### config.mk
export PLATFORM = sky130hd
export DESIGN_NAME = sigma_delta_settling_sequencer
export DESIGN_NICKNAME = d
export VERILOG_FILES = /design/src/hdl/settle_pkg.sv /design/src/hdl/settle_timer_if.sv /design/src/hdl/conv_timer.sv /design/src/hdl/sigma_delta_settling_sequencer.sv
export SDC_FILE = /design/constraint.sdc
export NUM_CORES = 1
export LEC_CHECK = 0
export ABC_AREA = 1
export BUFFER_PORTS_ARGS = -buffer_cell sky130_fd_sc_hd__clkbuf_2
export CORE_MARGIN = 3
export CORE_UTILIZATION = 45
export DETAILED_ROUTE_END_ITERATION = 8
export MAX_ROUTING_LAYER = met4
export PLACE_DENSITY = 0.65
export SLEW_MARGIN = 20
export SYNTH_ARGS = -nofsm -noshare
export SYNTH_HDL_FRONTEND = slang
export SYNTH_SLANG_ARGS = --single-unit
export TNS_END_PERCENT = 1
### constraint.sdc
create_clock -name CLOCK_IN -period 4.9 [get_ports CLOCK_IN]
set_input_delay 0.245 -clock CLOCK_IN [delete_from_list [all_inputs] [get_ports CLOCK_IN]]
set_output_delay 0.245 -clock CLOCK_IN [all_outputs]
set_load 0.05 [all_outputs]
### src/hdl/settle_pkg.sv
// constants and register map shared by the settling sequencer files
package settle_pkg;
    localparam int ADDR_W = 8;
    localparam int DATA_W = 32;
    localparam int PERIOD_W = 16;
    localparam int CHAN_W = 4;
    // register byte offsets
    localparam logic [7:0] CTRL_OFS = 8'h00;
    localparam logic [7:0] PERIOD_OFS = 8'h04;
    localparam logic [7:0] STATUS_OFS = 8'h08;
    localparam logic [7:0] MASK_OFS = 8'h0c;
    localparam logic [7:0] STATE_OFS = 8'h10;
    // control field positions
    localparam int CTRL_CHAN_LSB = 0;
    localparam int CTRL_CHOP_BIT = 4;
    // status and mask bit positions
    localparam int EV_READY_BIT = 0;
    localparam int EV_CHAN_BIT = 1;
    localparam int EV_STEP_BIT = 2;
    localparam int EV_W = 3;
    // state register bit positions
    localparam int ST_FLAG_BIT = 0;
    localparam int ST_VALID_BIT = 1;
    localparam int ST_LEFT_LSB = 2;
    localparam int ST_SETTLE_BIT = 4;
    // reset values
    localparam logic [CHAN_W-1:0] CHAN_RST = 4'h0;
    localparam logic CHOP_RST = 1'b1;
    localparam logic [PERIOD_W-1:0] PERIOD_RST = 16'h0100;
    localparam logic [EV_W-1:0] MASK_RST = 3'h0;
    // smallest conversion period the timer will run, in clock cycles
    localparam logic [PERIOD_W-1:0] PERIOD_MIN = 16'h0003;
    // conversions needed before a valid result
    localparam logic [1:0] CONV_CHAN_CHOP = 2'h2;
    localparam logic [1:0] CONV_CHAN_NOCHOP = 2'h1;
    localparam logic [1:0] CONV_STEP_MID_CHOP = 2'h3;
    localparam logic [1:0] CONV_STEP_MID_NOCHOP = 2'h2;
endpackage

### src/hdl/settle_timer_if.sv
// link between the sequencer and its conversion period timer
`timescale 1ns/1ps
interface settle_timer_if;
    logic restart;
    logic [settle_pkg::PERIOD_W-1:0] period;
    logic tick;
    logic pre_tick;
    logic at_start;
    modport ctrl (output restart, output period,
                  input tick, input pre_tick, input at_start);
    modport timer (input restart, input period,
                   output tick, output pre_tick, output at_start);
endinterface

### src/hdl/conv_timer.sv
// conversion period timer counting modulator clock cycles
`timescale 1ns/1ps
module conv_timer (
    input wire logic clk_in,
    input wire logic rst_in,
    settle_timer_if.timer tmr
);
    logic [settle_pkg::PERIOD_W-1:0] count_q;
    logic [settle_pkg::PERIOD_W-1:0] count_d;
    logic [settle_pkg::PERIOD_W-1:0] lim;

    // short periods are stretched so the pre-tick cycle always exists
    assign lim = (tmr.period < settle_pkg::PERIOD_MIN) ?
                 settle_pkg::PERIOD_MIN : tmr.period;
    assign tmr.tick = !tmr.restart && (count_q == lim - 16'h0001);
    assign tmr.pre_tick = !tmr.restart && (count_q == lim - 16'h0002);
    assign tmr.at_start = (count_q == 16'h0000);

    // next count: wrap at the period end or on a restart
    always_comb begin
        count_d = count_q + 16'h0001;
        if (tmr.restart || count_q >= lim - 16'h0001) begin
            count_d = 16'h0000;
        end
    end

    // count register
    always_ff @(posedge clk_in) begin
        if (rst_in) begin
            count_q <= 16'h0000;
        end else begin
            count_q <= count_d;
        end
    end
endmodule // conv_timer

### src/hdl/sigma_delta_settling_sequencer.sv
// settling sequencer: decides when a conversion result is valid
// What this block does
// - channel change resets filter and restarts the conversion timer
// - chopped channel change: flag high two conversions
// - input step: no reset, flag keeps pulsing
// - chopped step: valid after two or three
// - unchopped channel change: valid after one conversion
`timescale 1ns/1ps
module sigma_delta_settling_sequencer (
    input wire logic CLOCK_IN,
    input wire logic SYS_RST_IN,
    input wire logic [settle_pkg::ADDR_W-1:0] ADDR_IN,
    input wire logic [settle_pkg::DATA_W-1:0] WDATA_IN,
    input wire logic WR_IN,
    input wire logic RD_IN,
    output logic [settle_pkg::DATA_W-1:0] RDATA_OUT,
    input wire logic STEP_IN,
    output logic FILTER_RST_OUT,
    output logic CONV_END_OUT,
    output logic [settle_pkg::CHAN_W-1:0] CHANNEL_OUT,
    output logic CHOP_EN_OUT,
    output logic RESULT_VALID_OUT,
    output logic CONVERSION_READY_FLAG_OUT,
    output logic IRQ_OUT
);
    settle_timer_if tmr_if ();

    logic [settle_pkg::CHAN_W-1:0] chan_q, chan_d;
    logic chop_q, chop_d;
    logic [settle_pkg::PERIOD_W-1:0] period_q, period_d;
    logic [settle_pkg::EV_W-1:0] status_q, status_d, mask_q, mask_d;
    logic [settle_pkg::DATA_W-1:0] rdata_q, rdata_d;
    logic [1:0] left_q, left_d;
    logic flag_q, flag_d, valid_q, valid_d, settling_q, settling_d;
    logic filter_rst_q, filter_rst_d, conv_end_q, conv_end_d;
    logic step_m_q, step_s_q, step_p_q;
    logic wr_ctrl, chan_change, step_edge, tick_valid;
    logic [settle_pkg::EV_W-1:0] events, clr_mask;

    // register file decode used by the write and read paths
    function automatic logic hit(input logic [7:0] a, input logic [7:0] o);
        return a == o;
    endfunction

    conv_timer u_timer (
        .clk_in(CLOCK_IN),
        .rst_in(SYS_RST_IN),
        .tmr(tmr_if.timer)
    );

    // step input comes from a pin: two stages, then edge detect
    always_ff @(posedge CLOCK_IN) begin
        if (SYS_RST_IN) begin
            step_m_q <= 1'b0;
            step_s_q <= 1'b0;
            step_p_q <= 1'b0;
        end else begin
            step_m_q <= STEP_IN;
            step_s_q <= step_m_q;
            step_p_q <= step_s_q;
        end
    end
    assign step_edge = step_s_q && !step_p_q;

    // a channel change is a control write carrying a different channel
    assign wr_ctrl = WR_IN && hit(ADDR_IN, settle_pkg::CTRL_OFS);
    assign chan_change = wr_ctrl && (WDATA_IN[settle_pkg::CTRL_CHAN_LSB +:
                         settle_pkg::CHAN_W] != chan_q);
    assign tmr_if.restart = chan_change;
    assign tmr_if.period = period_q;
    assign tick_valid = tmr_if.tick && (left_q <= 2'h1);

    // settling sequencer next state
    always_comb begin
        left_d = left_q;
        flag_d = flag_q;
        valid_d = valid_q;
        settling_d = settling_q;
        filter_rst_d = 1'b0;
        conv_end_d = tmr_if.tick;
        if (tmr_if.pre_tick) begin
            flag_d = 1'b1;
        end
        if (tmr_if.tick) begin
            valid_d = left_q <= 2'h1;
            if (left_q != 2'h0) begin
                left_d = left_q - 2'h1;
            end
            if (tick_valid) begin
                flag_d = 1'b0;
                settling_d = 1'b0;
            end else begin
                flag_d = settling_q;
            end
        end
        if (chan_change) begin
            filter_rst_d = 1'b1;
            flag_d = 1'b1;
            valid_d = 1'b0;
            settling_d = 1'b1;
            conv_end_d = 1'b0;
            left_d = chop_d ? settle_pkg::CONV_CHAN_CHOP :
                     settle_pkg::CONV_CHAN_NOCHOP;
        end else if (step_edge) begin
            valid_d = 1'b0;
            if (tmr_if.at_start) begin
                left_d = chop_q ? settle_pkg::CONV_CHAN_CHOP :
                         settle_pkg::CONV_CHAN_NOCHOP;
            end else begin
                left_d = chop_q ? settle_pkg::CONV_STEP_MID_CHOP :
                         settle_pkg::CONV_STEP_MID_NOCHOP;
            end
        end
    end

    always_ff @(posedge CLOCK_IN) begin
        if (SYS_RST_IN) begin
            left_q <= settle_pkg::CONV_CHAN_CHOP;
            flag_q <= 1'b1;
            valid_q <= 1'b0;
            settling_q <= 1'b1;
            filter_rst_q <= 1'b0;
            conv_end_q <= 1'b0;
        end else begin
            left_q <= left_d;
            flag_q <= flag_d;
            valid_q <= valid_d;
            settling_q <= settling_d;
            filter_rst_q <= filter_rst_d;
            conv_end_q <= conv_end_d;
        end
    end

    // events, write-one-to-clear with set winning over clear
    always_comb begin
        events = '0;
        events[settle_pkg::EV_READY_BIT] = tick_valid && !chan_change;
        events[settle_pkg::EV_CHAN_BIT] = chan_change;
        events[settle_pkg::EV_STEP_BIT] = step_edge;
        clr_mask = '0;
        if (WR_IN && hit(ADDR_IN, settle_pkg::STATUS_OFS)) begin
            clr_mask = WDATA_IN[settle_pkg::EV_W-1:0];
        end
        status_d = (status_q & ~clr_mask) | events;
    end

    // register writes and registered read data
    always_comb begin
        chan_d = chan_q;
        chop_d = chop_q;
        period_d = period_q;
        mask_d = mask_q;
        rdata_d = '0;
        if (wr_ctrl) begin
            chan_d = WDATA_IN[settle_pkg::CTRL_CHAN_LSB +:
                              settle_pkg::CHAN_W];
            chop_d = WDATA_IN[settle_pkg::CTRL_CHOP_BIT];
        end
        if (WR_IN && hit(ADDR_IN, settle_pkg::PERIOD_OFS)) begin
            period_d = WDATA_IN[settle_pkg::PERIOD_W-1:0];
        end
        if (WR_IN && hit(ADDR_IN, settle_pkg::MASK_OFS)) begin
            mask_d = WDATA_IN[settle_pkg::EV_W-1:0];
        end
        if (RD_IN) begin
            if (hit(ADDR_IN, settle_pkg::CTRL_OFS)) begin
                rdata_d[settle_pkg::CTRL_CHAN_LSB +:
                        settle_pkg::CHAN_W] = chan_q;
                rdata_d[settle_pkg::CTRL_CHOP_BIT] = chop_q;
            end else if (hit(ADDR_IN, settle_pkg::PERIOD_OFS)) begin
                rdata_d[settle_pkg::PERIOD_W-1:0] = period_q;
            end else if (hit(ADDR_IN, settle_pkg::STATUS_OFS)) begin
                rdata_d[settle_pkg::EV_W-1:0] = status_q;
            end else if (hit(ADDR_IN, settle_pkg::MASK_OFS)) begin
                rdata_d[settle_pkg::EV_W-1:0] = mask_q;
            end else if (hit(ADDR_IN, settle_pkg::STATE_OFS)) begin
                rdata_d[settle_pkg::ST_FLAG_BIT] = flag_q;
                rdata_d[settle_pkg::ST_VALID_BIT] = valid_q;
                rdata_d[settle_pkg::ST_LEFT_LSB +: 2] = left_q;
                rdata_d[settle_pkg::ST_SETTLE_BIT] = settling_q;
            end
        end
    end

    always_ff @(posedge CLOCK_IN) begin
        if (SYS_RST_IN) begin
            chan_q <= settle_pkg::CHAN_RST;
            chop_q <= settle_pkg::CHOP_RST;
            period_q <= settle_pkg::PERIOD_RST;
            mask_q <= settle_pkg::MASK_RST;
            status_q <= '0;
            rdata_q <= '0;
        end else begin
            chan_q <= chan_d;
            chop_q <= chop_d;
            period_q <= period_d;
            mask_q <= mask_d;
            status_q <= status_d;
            rdata_q <= rdata_d;
        end
    end

    // outputs
    assign RDATA_OUT = rdata_q;
    assign FILTER_RST_OUT = filter_rst_q;
    assign CONV_END_OUT = conv_end_q;
    assign CHANNEL_OUT = chan_q;
    assign CHOP_EN_OUT = chop_q;
    assign RESULT_VALID_OUT = valid_q;
    assign CONVERSION_READY_FLAG_OUT = flag_q;
    assign IRQ_OUT = |(status_q & mask_q);

    // helper: conversions completed since the last channel change or step
    logic [1:0] since_q;
    logic [1:0] kind_q; // 0 chan, 1 aligned step, 2 mid step
    logic hchop_q;
    always_ff @(posedge CLOCK_IN) begin
        if (SYS_RST_IN) begin
            since_q <= 2'h3;
            kind_q <= 2'h0;
            hchop_q <= 1'b0;
        end else if (chan_change) begin
            since_q <= 2'h0;
            kind_q <= 2'h0;
            hchop_q <= chop_d;
        end else if (step_edge) begin
            since_q <= 2'h0;
            kind_q <= tmr_if.at_start ? 2'h1 : 2'h2;
            hchop_q <= chop_q;
        end else if (tmr_if.tick && since_q != 2'h3) begin
            since_q <= since_q + 2'h1;
        end
    end

    logic quiet;
    assign quiet = !chan_change && !step_edge;
endmodule // sigma_delta_settling_sequencer

-- Word-level counts from Yosys, hierarchy flattened
Cells that the tools add are included.
- bits in registers: 85
- latch bits: 0
- RAM bits: 0
- bits in read-only memories: 0
- input bits: 45
- output and inout port bits: 42
- logic and storage cells: 86
- memories: 0
- add/subtract/negate cells: 4
- $mul: 0
- div/mod/pow operators: 0
- $lt $le $gt $ge: 3
- equal/unequal tests: 7
- shift-type cells: 0
- muxes and demuxes: 22
- bitwise logic cells: 6
- reductions and logical operators: 26
- operator list (cell ; number):
    16-bit == test ; 2
    2-bit 2-to-1 mux ; 9
    16-bit by 1-bit adder with 16-bit output, second input constant ; 1
    8-bit by 4-bit == test with 1-bit output, second input constant ; 2
    16-bit greater-or-equal comparator ; 1
    16-bit logical NOT ; 1
    16-bit by 2-bit < comparator with 1-bit output, second input constant ; 1
    16-bit 2-to-1 mux ; 1
    16-bit by 1-bit subtractor with 16-bit output, second input constant ; 1
    16-bit by 2-bit subtractor with 16-bit output, second input constant ; 1
    5-bit 2-to-1 mux ; 3
    1-bit logical AND ; 10
    3-bit 2-to-1 mux ; 3
    8-bit by 3-bit == test with 1-bit output, second input constant ; 1
    8-bit by 5-bit == test with 1-bit output, second input constant ; 1
    8-bit logical NOT ; 1
    3-bit AND ; 2
    1-bit 2-to-1 mux ; 6
    3-bit nonzero test ; 2
    2-bit OR reduction ; 3
    3-bit OR reduction ; 2
    4-bit != test ; 1
    2-bit nonzero test ; 2
    4-bit OR reduction ; 1
    8 further kinds ; 10

-- Depth between registers and ports, before layout
Gate-level depths: netlist of run 1.
- word-level depth: 8
- depth in mapped cells: 28
- mapped depth without buffers: 28

-- By module
A second synthesis of run 1 with hierarchy kept.
- cells, all modules: 584
- area total of the unflattened synthesis: 4287.9 µm²
- modules (own cells, without submodules) (module ; times used ; cells an instance ; area an instance (µm²) ; seq. area each (µm²)):
    sigma_delta_settling_sequencer ; 1 ; 306 ; 2298.5 ; 1061.0
    conv_timer ; 1 ; 278 ; 1989.4 ; 320.3

-- Least setup slack after synthesis of run 1
No wires, ideal clock.
- path type: reg-to-reg
- start: register period_q[6] (netlist bit)
- end: register flag_q, in the netlist CONVERSION_READY_FLAG_OUT
- setup time: 0.125 ns
- arrival time: 3.124 ns
- required time: 4.775 ns
- setup slack: 1.651 ns
- cell stages (with the launch flop): 29
- buffers on the path: 0
- period minus slack after synthesis: 3.249 ns
- cells stage by stage: dfxtp_1 > nor2_1 > nand2_1 > nor2_4 > nand2_4 > nand2_4 > inv_2 > ha_1 > nand3_2 > inv_1 > nand3_2 > nor2_1 > nand2_1 > xor2_1 > inv_1 > ha_1 > nand2_1 > inv_1 > nand3_1 > nor3_1 > inv_1 > nor2_1 > inv_1 > nor2_2 > o21ai_2 > nand2_2 > nand3_1 > inv_1 > a21oi_2
- cells in the longest elaborated chain, start to end: 8
- elaborated cells on any way between the ends: 12
- those cells by class: add/sub (2); order compare (1); eq/ne (2); mux (3); reduce/logical (4)
- RTL lines (what ; line ; RTL):
    start: declaration ; sigma_delta_settling_sequencer.sv:30 ; logic [settle_pkg::PERIOD_W-1:0] period_q, period_d;
    start signal: assignment ; sigma_delta_settling_sequencer.sv:189 ; period_q <= settle_pkg::PERIOD_RST;
    start signal: assignment ; sigma_delta_settling_sequencer.sv:196 ; period_q <= period_d;
    16-bit by 2-bit < comparator with 1-bit output ; conv_timer.sv:13 ; assign lim = (tmr.period < settle_pkg::PERIOD_MIN) ?
    16-bit 2-to-1 mux * ; conv_timer.sv:13 ;
    16-bit by 1-bit subtractor with 16-bit output ; conv_timer.sv:15 ; assign tmr.tick = !tmr.restart && (count_q == lim - 16'h0001);
    16-bit == test ; conv_timer.sv:15 ;
    1-bit logical AND ; conv_timer.sv:15 ;
    1-bit logical AND ; sigma_delta_settling_sequencer.sv:71 ; assign tick_valid = tmr_if.tick && (left_q <= 2'h1);
    1-bit 2-to-1 mux ; -- ;
    1-bit 2-to-1 mux ; sigma_delta_settling_sequencer.sv:84 ; if (tmr_if.tick) begin
    end signal: assignment ; sigma_delta_settling_sequencer.sv:126 ; flag_q <= flag_d;
    end: declaration ; sigma_delta_settling_sequencer.sv:34 ; logic flag_q, flag_d, valid_q, valid_d, settling_q, settling_d;
Mark *: on every way between the ends. The rest lies on a longest branch, timed or not.
A chain may end at the register's enable or synchronous reset.

-- Worst setup path after layout of run 1
- start: register period_q[14] (netlist bit)
- end: register left_q[1]
- cells in the longest elaborated chain, start to end: 7
- RTL lines (what ; line ; RTL):
    16-bit by 2-bit < comparator with 1-bit output ; conv_timer.sv:13 ;
    16-bit 2-to-1 mux * ; conv_timer.sv:13 ;
    16-bit by 1-bit subtractor with 16-bit output * ; conv_timer.sv:15 ;
    16-bit == test * ; conv_timer.sv:15 ;
    1-bit logical AND * ; conv_timer.sv:15 ;
    3-bit nonzero test (no line) * ; -- ;
    2-bit AND reduction (no line) * ; -- ;
    end signal: assignment ; sigma_delta_settling_sequencer.sv:118 ; left_q <= settle_pkg::CONV_CHAN_CHOP;
    end signal: assignment ; sigma_delta_settling_sequencer.sv:125 ; left_q <= left_d;
    end: declaration ; sigma_delta_settling_sequencer.sv:33 ; logic [1:0] left_q, left_d;
Marks and branches as above.

==> results of run 1 <==
## layout by cell type (no fill, tap or decap), types with 2 or more instances in the layout
cell        n
bufinv_16   3
a31oi_1     3
clkbuf_2   54
nor3_2      3
conb_1     16
xnor2_1    10
inv_1      76
nand3_1    31
nand2_4     4
a21oi_1    33
clkbuf_8   11
or2_1       2
nand2_1    78
xor2_1     28
nor2_4      4
nand3_2     2
nor2_2      6
nor3b_1     2
clkinv_4    2
nand4_1    10
o21ai_0    33
a211oi_1    4
nor2_1     72
dfxtp_1    69
nor3_1      7
a32oi_1     2
inv_2       3
o211ai_1    4
nor4_1      4
ha_1       23
a21oi_2     2
## layout make-up
| class | count | area share [%] |
|---|---|---|
| inverter | 81 | 6.56 |
| clock buffer | 11 | 3.21 |
| multi-input combinational | 402 | 50.1 |
| clock inverter | 5 | 2.26 |
| timing repair buffer | 54 | 5.73 |
| sequential | 69 | 29.3 |
| tap | 108 | 2.87 |
## power by group through the flow
| stage | clock network [mW] | registers, mW | logic, mW |
|---|---|---|---|
| final | 0.594 | 0.570 | 0.0937 |
| after floorplan | 0 | 0.582 | 0.0782 |
| after global routing | 0.626 | 0.571 | 0.105 |
| after detailed placement | 0 | 0.583 | 0.0933 |
| after global placement | 0 | 0.583 | 0.0912 |
| after CTS | 0.600 | 0.570 | 0.0937 |
## per-stage QoR
stage / instances / worst slack (ps) / total power, mW / utilization, %
after floorplan: 579 / 1650 / 0.661 / -
after global placement: 714 / 1040 / 0.675 / 50.4
after detailed placement: 714 / 920 / 0.677 / 50.4
after CTS: 730 / 860 / 1.26 / 53.3
after global routing: 730 / 432 / 1.30 / 53.3
final: 730 / 808 / 1.26 / 53.3
## cell families after synthesis
group	Yosys count	share of synthesized area [%]
flops	69	33.1
other cells	1	0.0900
fa+ha+maj	23	6.90
xor+xnor	38	7.99
compound gates	90	12.5
buf+inv	108	11.6
simple gates	235	27.9
## cells in the mapped netlist, types with 2 or more instances
cell	number	share of area, %
o211ai_1	4	0.72
a211oi_1	4	0.72
nor3_1	7	0.84
a21oi_1	33	4.0
nor2_2	6	0.90
dfxtp_1	69	33
nand3_1	31	3.7
xnor2_1	10	2.1
nor2_4	4	1.1
or2_1	2	0.30
clkbuf_1	7	0.63
buf_2	3	0.36
nor2_1	72	6.5
inv_1	76	6.8
nand4_1	10	1.5
nor3b_1	2	0.36
o21ai_0	33	4.0
nand2_4	4	1.1
a32oi_1	2	0.42
xor2_1	28	5.9
a31oi_1	3	0.45
nor3_2	3	0.72
ha_1	23	6.9
a21oi_2	2	0.42
buf_4	16	2.9
nor4_1	4	0.60
nand3_2	2	0.48
inv_2	3	0.27
nand2_1	78	7.0
## sequential cells by signal, summed over array words and instances (netlist names), 2 cells and up
signal / count
mask_q: 3
RDATA_OUT: 16
CHANNEL_OUT: 4
left_q: 2
period_q: 16
status_q: 3
u_timer.count_q: 16
## metal layers
layer	part of all wire [%]	track usage (%)	wire, µm	vias to the layer above
met5	0	-	0	-
met4	2.1	6.76	211	0
met3	5.6	3.28	568	16
met2	45	32.6	4520	120
met1	48	29.0	4820	1712
li1	-	-	-	1915
## worst reg2reg max path, delay by kind of cell (launching register included)
family / cells / cell delay, ps
and+or+nand+nor: 15 / 1990
buffers and inverters: 7 / 610
adders and majority gates: 2 / 500
DFF: 1 / 480
AOI/OAI and AO/OA: 2 / 300
xor gates and xnor gates: 1 / 150
## final timing paths
check | startpoint | end | cells past startpoint
max reg2reg | period_q[14] | left_q[1] | 27
min | STEP_IN | step_m_q | 3
min reg2reg | step_m_q | step_s_q | 2
max | period_q[14] | left_q[1] | 27
==> summary.txt, run 1 <==
Clocking
  • Hold Buf Count CTS: 0
  • Clk root buf: clkbuf_8
  • Maximum clock path buffer count: 2
  • Post-cts resize count: 0
  • H-Tree Depth: 3
  • Worst-path clk slew: 80 ps
  • CTS tree: done
  • Number of setup buffers added after CTS: 0
  • TritonCTS Buffers: 9
  • Clk sinks: 69
  • Worst-skew pair later-pin latency: approximately 340 ps

Die
  • Ports: 87
  • Row count: 34
  • Die area: 0.0105 mm²
  • Initial Util: 47.1%
  • Chip width: about 100 µm
  • Core footprint: 0.00885 mm²
  • Vert. Die Dim: ~100 µm

Power
  • Power Internal: 0.957 mW
  • Switching power: ~0.30 mW
  • Leak: ~2.3 nW
  • PD cells: approximately 270 mW/mm²
  • Clock power frac: a little under half
  • Comb pwr share: 7.4%
  • Seq pwr share: 45.3%
  • Sw frac: 23.9%
  • Maximum VDD drop: 0.226 mV

Worst setup path
  • Worst path arrival time: 4360 ps
  • Slowest CP cell: dfxtp_1
  • CP Launch Type: flip-flop
  • Worst path top cell family by delay: simple AND/OR/NAND/NOR gates
  • Critical Path Max Stage Delay: about 480 ps
  • R2R Setup Slk: about 810 ps
  • Worst setup EP type: flip-flop
  • Required time worst endpoint: 5170 ps
  • Critical setup path kind: flip-flop to flip-flop
  • Top cell by count, worst path: inv_1
  • Crit path max fanout: 9
  • Number of buffers and inverters on the critical path: 7

Synth
  • Async SR Flop Fraction: 0%
  • Post-synth EDFFs: 0
  • Yosys cell types: 52
  • Post-Syn Instances: 564
  • Syn avg cell area: 7.39 µm²
  • Ys Warns: 0
  • Register bit count reported by yosys: 69
  • Mapped Area: roughly 0.0042 mm²
  • Top FF cell, synth: dfxtp_1
  • Seq/Total Area, Yosys: roughly a third

Timing
  • Worst slew margin: 53.7%
  • Hold slack: 78.8 ps
  • Unrepaired setup endpoints after global routing: no
  • Final setup viols: 0
  • Final setup TNS: 0 ps
  • Final Hold Vio Count: 0
  • Max Slew Vio Count: 0
  • Final period util: 83.5%
  • Post-layout minimum cycle time: 4090 ps
  • Max Fclk: 0.244 GHz
  • Least-Margin Pin Slew: just under 700 ps
  • Final Skew: 13.2 ps

Drt
  • DRC viols: 0
  • Iter 0 DRT Violations: 223
  • Routed via count: 3,763
  • Vias per cell: 5.15
  • Antenna viol nets, final: 0
  • 1st-pass router iterations: 4
  • Per-cell routed wire length: 13.9 µm
  • Routed WL: 10,100 µm

Cells and area
  • Share of layout cells above drive strength 1: 16.6%
  • Ant diodes: 0
  • Area delta synth->final: 13.1%
  • Register cell area after layout: 0.00138 mm²
  • Final Cell Area: 0.00471 mm²
  • Nets: 685
  • Layout fillers: 884
  • Multi-input gate area: 0.00236 mm²

Placed design
  • PortBufs: 54
  • Hpwl dp: 7870 µm
  • Final Wtd Congestion: 0.915
  • Post-DP Area: 0.00446 mm²

Global route
  • Largest net degree at the start of global routing: 25
  • All-layer global routing usage: 21.3%
  • First-pass GRT wire length: 17,200 µm
  • Initial antenna violation count: 0
  • Vias in the first global route: 3,585
  • Total grt overflow: 0

Run
  • Maxcap violations: 0

Worst hold path
  • Worst hold path class: primary input to flip-flop

Status
  • Status: completed
Note: power is estimated with default switching activity, not from simulation.
==> run 2: changes to the inputs <==
--- a/config.mk
+++ b/config.mk
@@ -11,7 +11,7 @@
 export CORE_UTILIZATION = 45
 export DETAILED_ROUTE_END_ITERATION = 8
 export MAX_ROUTING_LAYER = met4
-export PLACE_DENSITY = 0.65
+export PLACE_DENSITY = 0.67
 export SLEW_MARGIN = 20
 export SYNTH_ARGS = -nofsm -noshare
 export SYNTH_HDL_FRONTEND = slang
==> constraint.sdc (replaced) <==
create_clock -name CLOCK_IN -period 3.4 [get_ports CLOCK_IN]
set_input_delay 0.17 -clock CLOCK_IN [delete_from_list [all_inputs] [get_ports CLOCK_IN]]
set_output_delay 0.17 -clock CLOCK_IN [all_outputs]
set_load 0.05 [all_outputs]
==> run 2 against run 1 <==
  * Combinational power up 58%
  * Via count up 5.5%
  * Hold slack worse by 29 ps
  * Critical path depth unchanged
  * Clock skew down 3.4 ps
  * Routed wire length up 8.6%
  * Core utilization up 5.6 points
  * Final cell count up 5.9%
  * Largest cell class unchanged
  * Sequential cell count unchanged
  * Design area up 11%
  * Register-to-register slack worse by 670 ps
  * Total power up 36%
==> summary.txt, run 2 (same netlist as run 1, synthesis figures left out) <==
Cells and area
  • Commonest non-fill, non-tap cells in the layout: 70 x inv_1, 70 x nand2_1, 60 x nor2_1
  • Non-Filler Instances: 773 (+5.9%)
  • Ant diodes: 0 (unchanged)
  • Nets: 728 (+6.3%)
  • Area delta synth->final: 25.1%
  • Share of layout cells above drive strength 1: 28.9% (+12 points)
  • Register cell area after layout: 0.00141 mm² (+1.7%)
  • Multi-input gate area: 0.00256 mm² (+8.4%)
  • Layout fillers: 849 (-4.0%)

Timing
  • Max Fclk: 0.306 GHz (+25%)
  • Post-layout minimum cycle time: 3260 ps (-829 ps)
  • Final setup TNS: 0 ps (unchanged)
  • Final period util: 96.0% (+12 points)
  • Max Slew Vio Count: 0 (unchanged)
  • Final Hold Vio Count: 0 (unchanged)
  • Least-Margin Pin Slew: 738 ps (+46.3 ps)
  • Worst slew margin: 50.6% (-3.1 points)
  • Final setup viols: 0 (unchanged)
  • Final Skew: 9.80 ps (-3.44 ps)

Clocking
  • Clk sinks: 69 (unchanged)
  • Maximum clock path buffer count: 2 (unchanged)
  • CTS tree: done
  • Clk root buf: clkbuf_8
  • Worst-skew pair later-pin latency: 350 ps (about the same)
  • TritonCTS Buffers: 9 (unchanged)
  • Worst-path clk slew: 80 ps (about the same)
  • H-Tree Depth: 3 (unchanged)

Drt
  • 1st-pass router iterations: 5 (+1)
  • Routed via count: 3,970 (+5.5%)
  • Per-cell routed wire length: 14.2 µm (+2.5%)
  • Iter 0 DRT Violations: 174 (-22%)
  • DRC viols: 0 (unchanged)
  • Antenna viol nets, final: 0 (unchanged)
  • Vias per cell: 5.14 (-0.37%)
  • Routed WL: 11,000 µm (+8.6%)

Die
  • Ports: 87 (unchanged)
  • Die area: 0.0105 mm² (unchanged)
  • Chip width: 102 µm (unchanged)
  • Core footprint: 0.00885 mm² (unchanged)
  • Initial Util: 47.1% (unchanged)
  • Row count: 34 (unchanged)
  • Vert. Die Dim: 102 µm (unchanged)

Power
  • Maximum VDD drop: 0.209 mV (-7.8%)
  • Tot Pwr: 1.70 mW (+36%)
  • Leak: 2.52 nW (+11%)
  • PD cells: 327 mW/mm² (+23%)

Worst setup path
  • Slowest CP cell: dfxtp_4
  • Worst path arrival time: 3500 ps (-860 ps)
  • Critical setup path kind: flip-flop to flip-flop
  • CP Launch Type: flip-flop
  • Worst setup EP type: flip-flop
  • R2R Setup Slk: 140 ps (-670 ps)
  • Number of buffers and inverters on the critical path: 7 (unchanged)
  • R2r worst-path depth: 27 (unchanged)
  • Crit path max fanout: 4 (-5)
  • Required time worst endpoint: 3630 ps (-1540 ps)
  • Worst path top cell family by delay: simple AND/OR/NAND/NOR gates
  • Worst path depth: 27 (unchanged)
  • Critical Path Max Stage Delay: 370 ps (-110 ps)

Global route
  • First-pass GRT wire length: 17,500 µm (+2.1%)
  • Total grt overflow: 0 (unchanged)
  • Vias in the first global route: 3,719 (+3.7%)
  • Initial antenna violation count: 0 (unchanged)
  • Largest net degree at the start of global routing: 25 (unchanged)
  • All-layer global routing usage: 22.0% (+0.69 points)

Run
  • Maxcap violations: 0 (unchanged)

Placed design
  • Final Wtd Congestion: 0.909 (-0.72%)
  • Placed cell count: 752 (+5.3%)
  • Hpwl dp: 8250 µm (+4.8%)
  • PortBufs: 54 (unchanged)

Status
  • Status: completed

Worst hold path
  • Worst hold path class: primary input to flip-flop
  • Hold path cells: 3 (unchanged)
run 2: cell types whose count changed in the layout (fill, tap and decap cells not counted), moves of 4 or more:
cell and change:
buf_4 +39, dfxtp_1 -15, dfxtp_2 +13, inv_1 -6, inv_2 +5, nand2_1 -8, nand2_2 +8, nand3_1 -4
nor2_1 -12, nor2_2 +5, nor2_4 +7
run 2: power by group:
part / internal (mW) / switching, mW
clock network: 0.413 / 0.323
registers: 0.813 / 0.00714
logic: 0.0439 / 0.104
run 2: layout make-up:
| type | count | share of cell area [%] |
|---|---|---|
| Clock buffer | 12 | 2.59 |
| Clock inverter | 4 | 1.39 |
| Inverter | 81 | 5.98 |
| Multi-Input combinational cell | 403 | 49.1 |
| Sequential cell | 69 | 26.9 |
| Tap cell | 108 | 2.59 |
| Timing Repair Buffer | 96 | 11.4 |
run 2: worst paths after layout:
path / start / to
max reg2reg: period_q[7] / CONVERSION_READY_FLAG_OUT
min: WDATA_IN[8] / period_q[8]
min reg2reg: step_m_q / step_s_q
max: period_q[7] / CONVERSION_READY_FLAG_OUT
run 2: routing by layer:
layer  vias up  part of all wire, %  global-route usage [%]
li1       1998                    -                       -
met1      1827                   46                    29.0
met2       125                   48                    34.1
met3        20                  4.7                    3.62
met4         0                  1.9                    7.87
met5         -                    0                       -
run 2: repair_timing:
item / CTS / global route
gates resized for setup: 3 / 67
gates cloned: 0 / 1
hold buffers: 1 / 0
hold endpoints to repair: 1 / 0
setup endpoints to repair: 21 / 23
buffers inserted: 0 / 3
pin swaps: 1 / 15
run 2: stage by stage:
step	setup slack (ps)	area [µm²]	util, %	hold slack [ps]
2_1_floorplan	151	4220	-	248
3_3_place_gp	75.7	4740	53.6	366
3_5_place_dp	-4.60	4740	53.6	371
4_1_cts	-32.1	4970	56.1	28.8
5_1_grt	-22.5	5210	58.9	62.3
6_report	137	5210	58.9	50.2
run 2: worst register-to-register path, stage by stage, from the launching register on:
cell     delay (ps)
dfxtp_4         370
nor2_4           40
nand2_2          80
nor2_4           50
nand2_4          70
nand2_4          50
inv_4            60
ha_4            130
nand3_2          80
inv_2            80
nand3_4         100
buf_6           150
nor3_4          120
nand2_1          90
xor2_1          150
ha_1            340
nand3_4         110
nor3_4          250
buf_6           140
inv_2            40
nor2_4          120
inv_2            80
nor2_4          110
o21ai_4          80
nand2_2          90
nand3_2          60
inv_2            60
a21oi_2          30
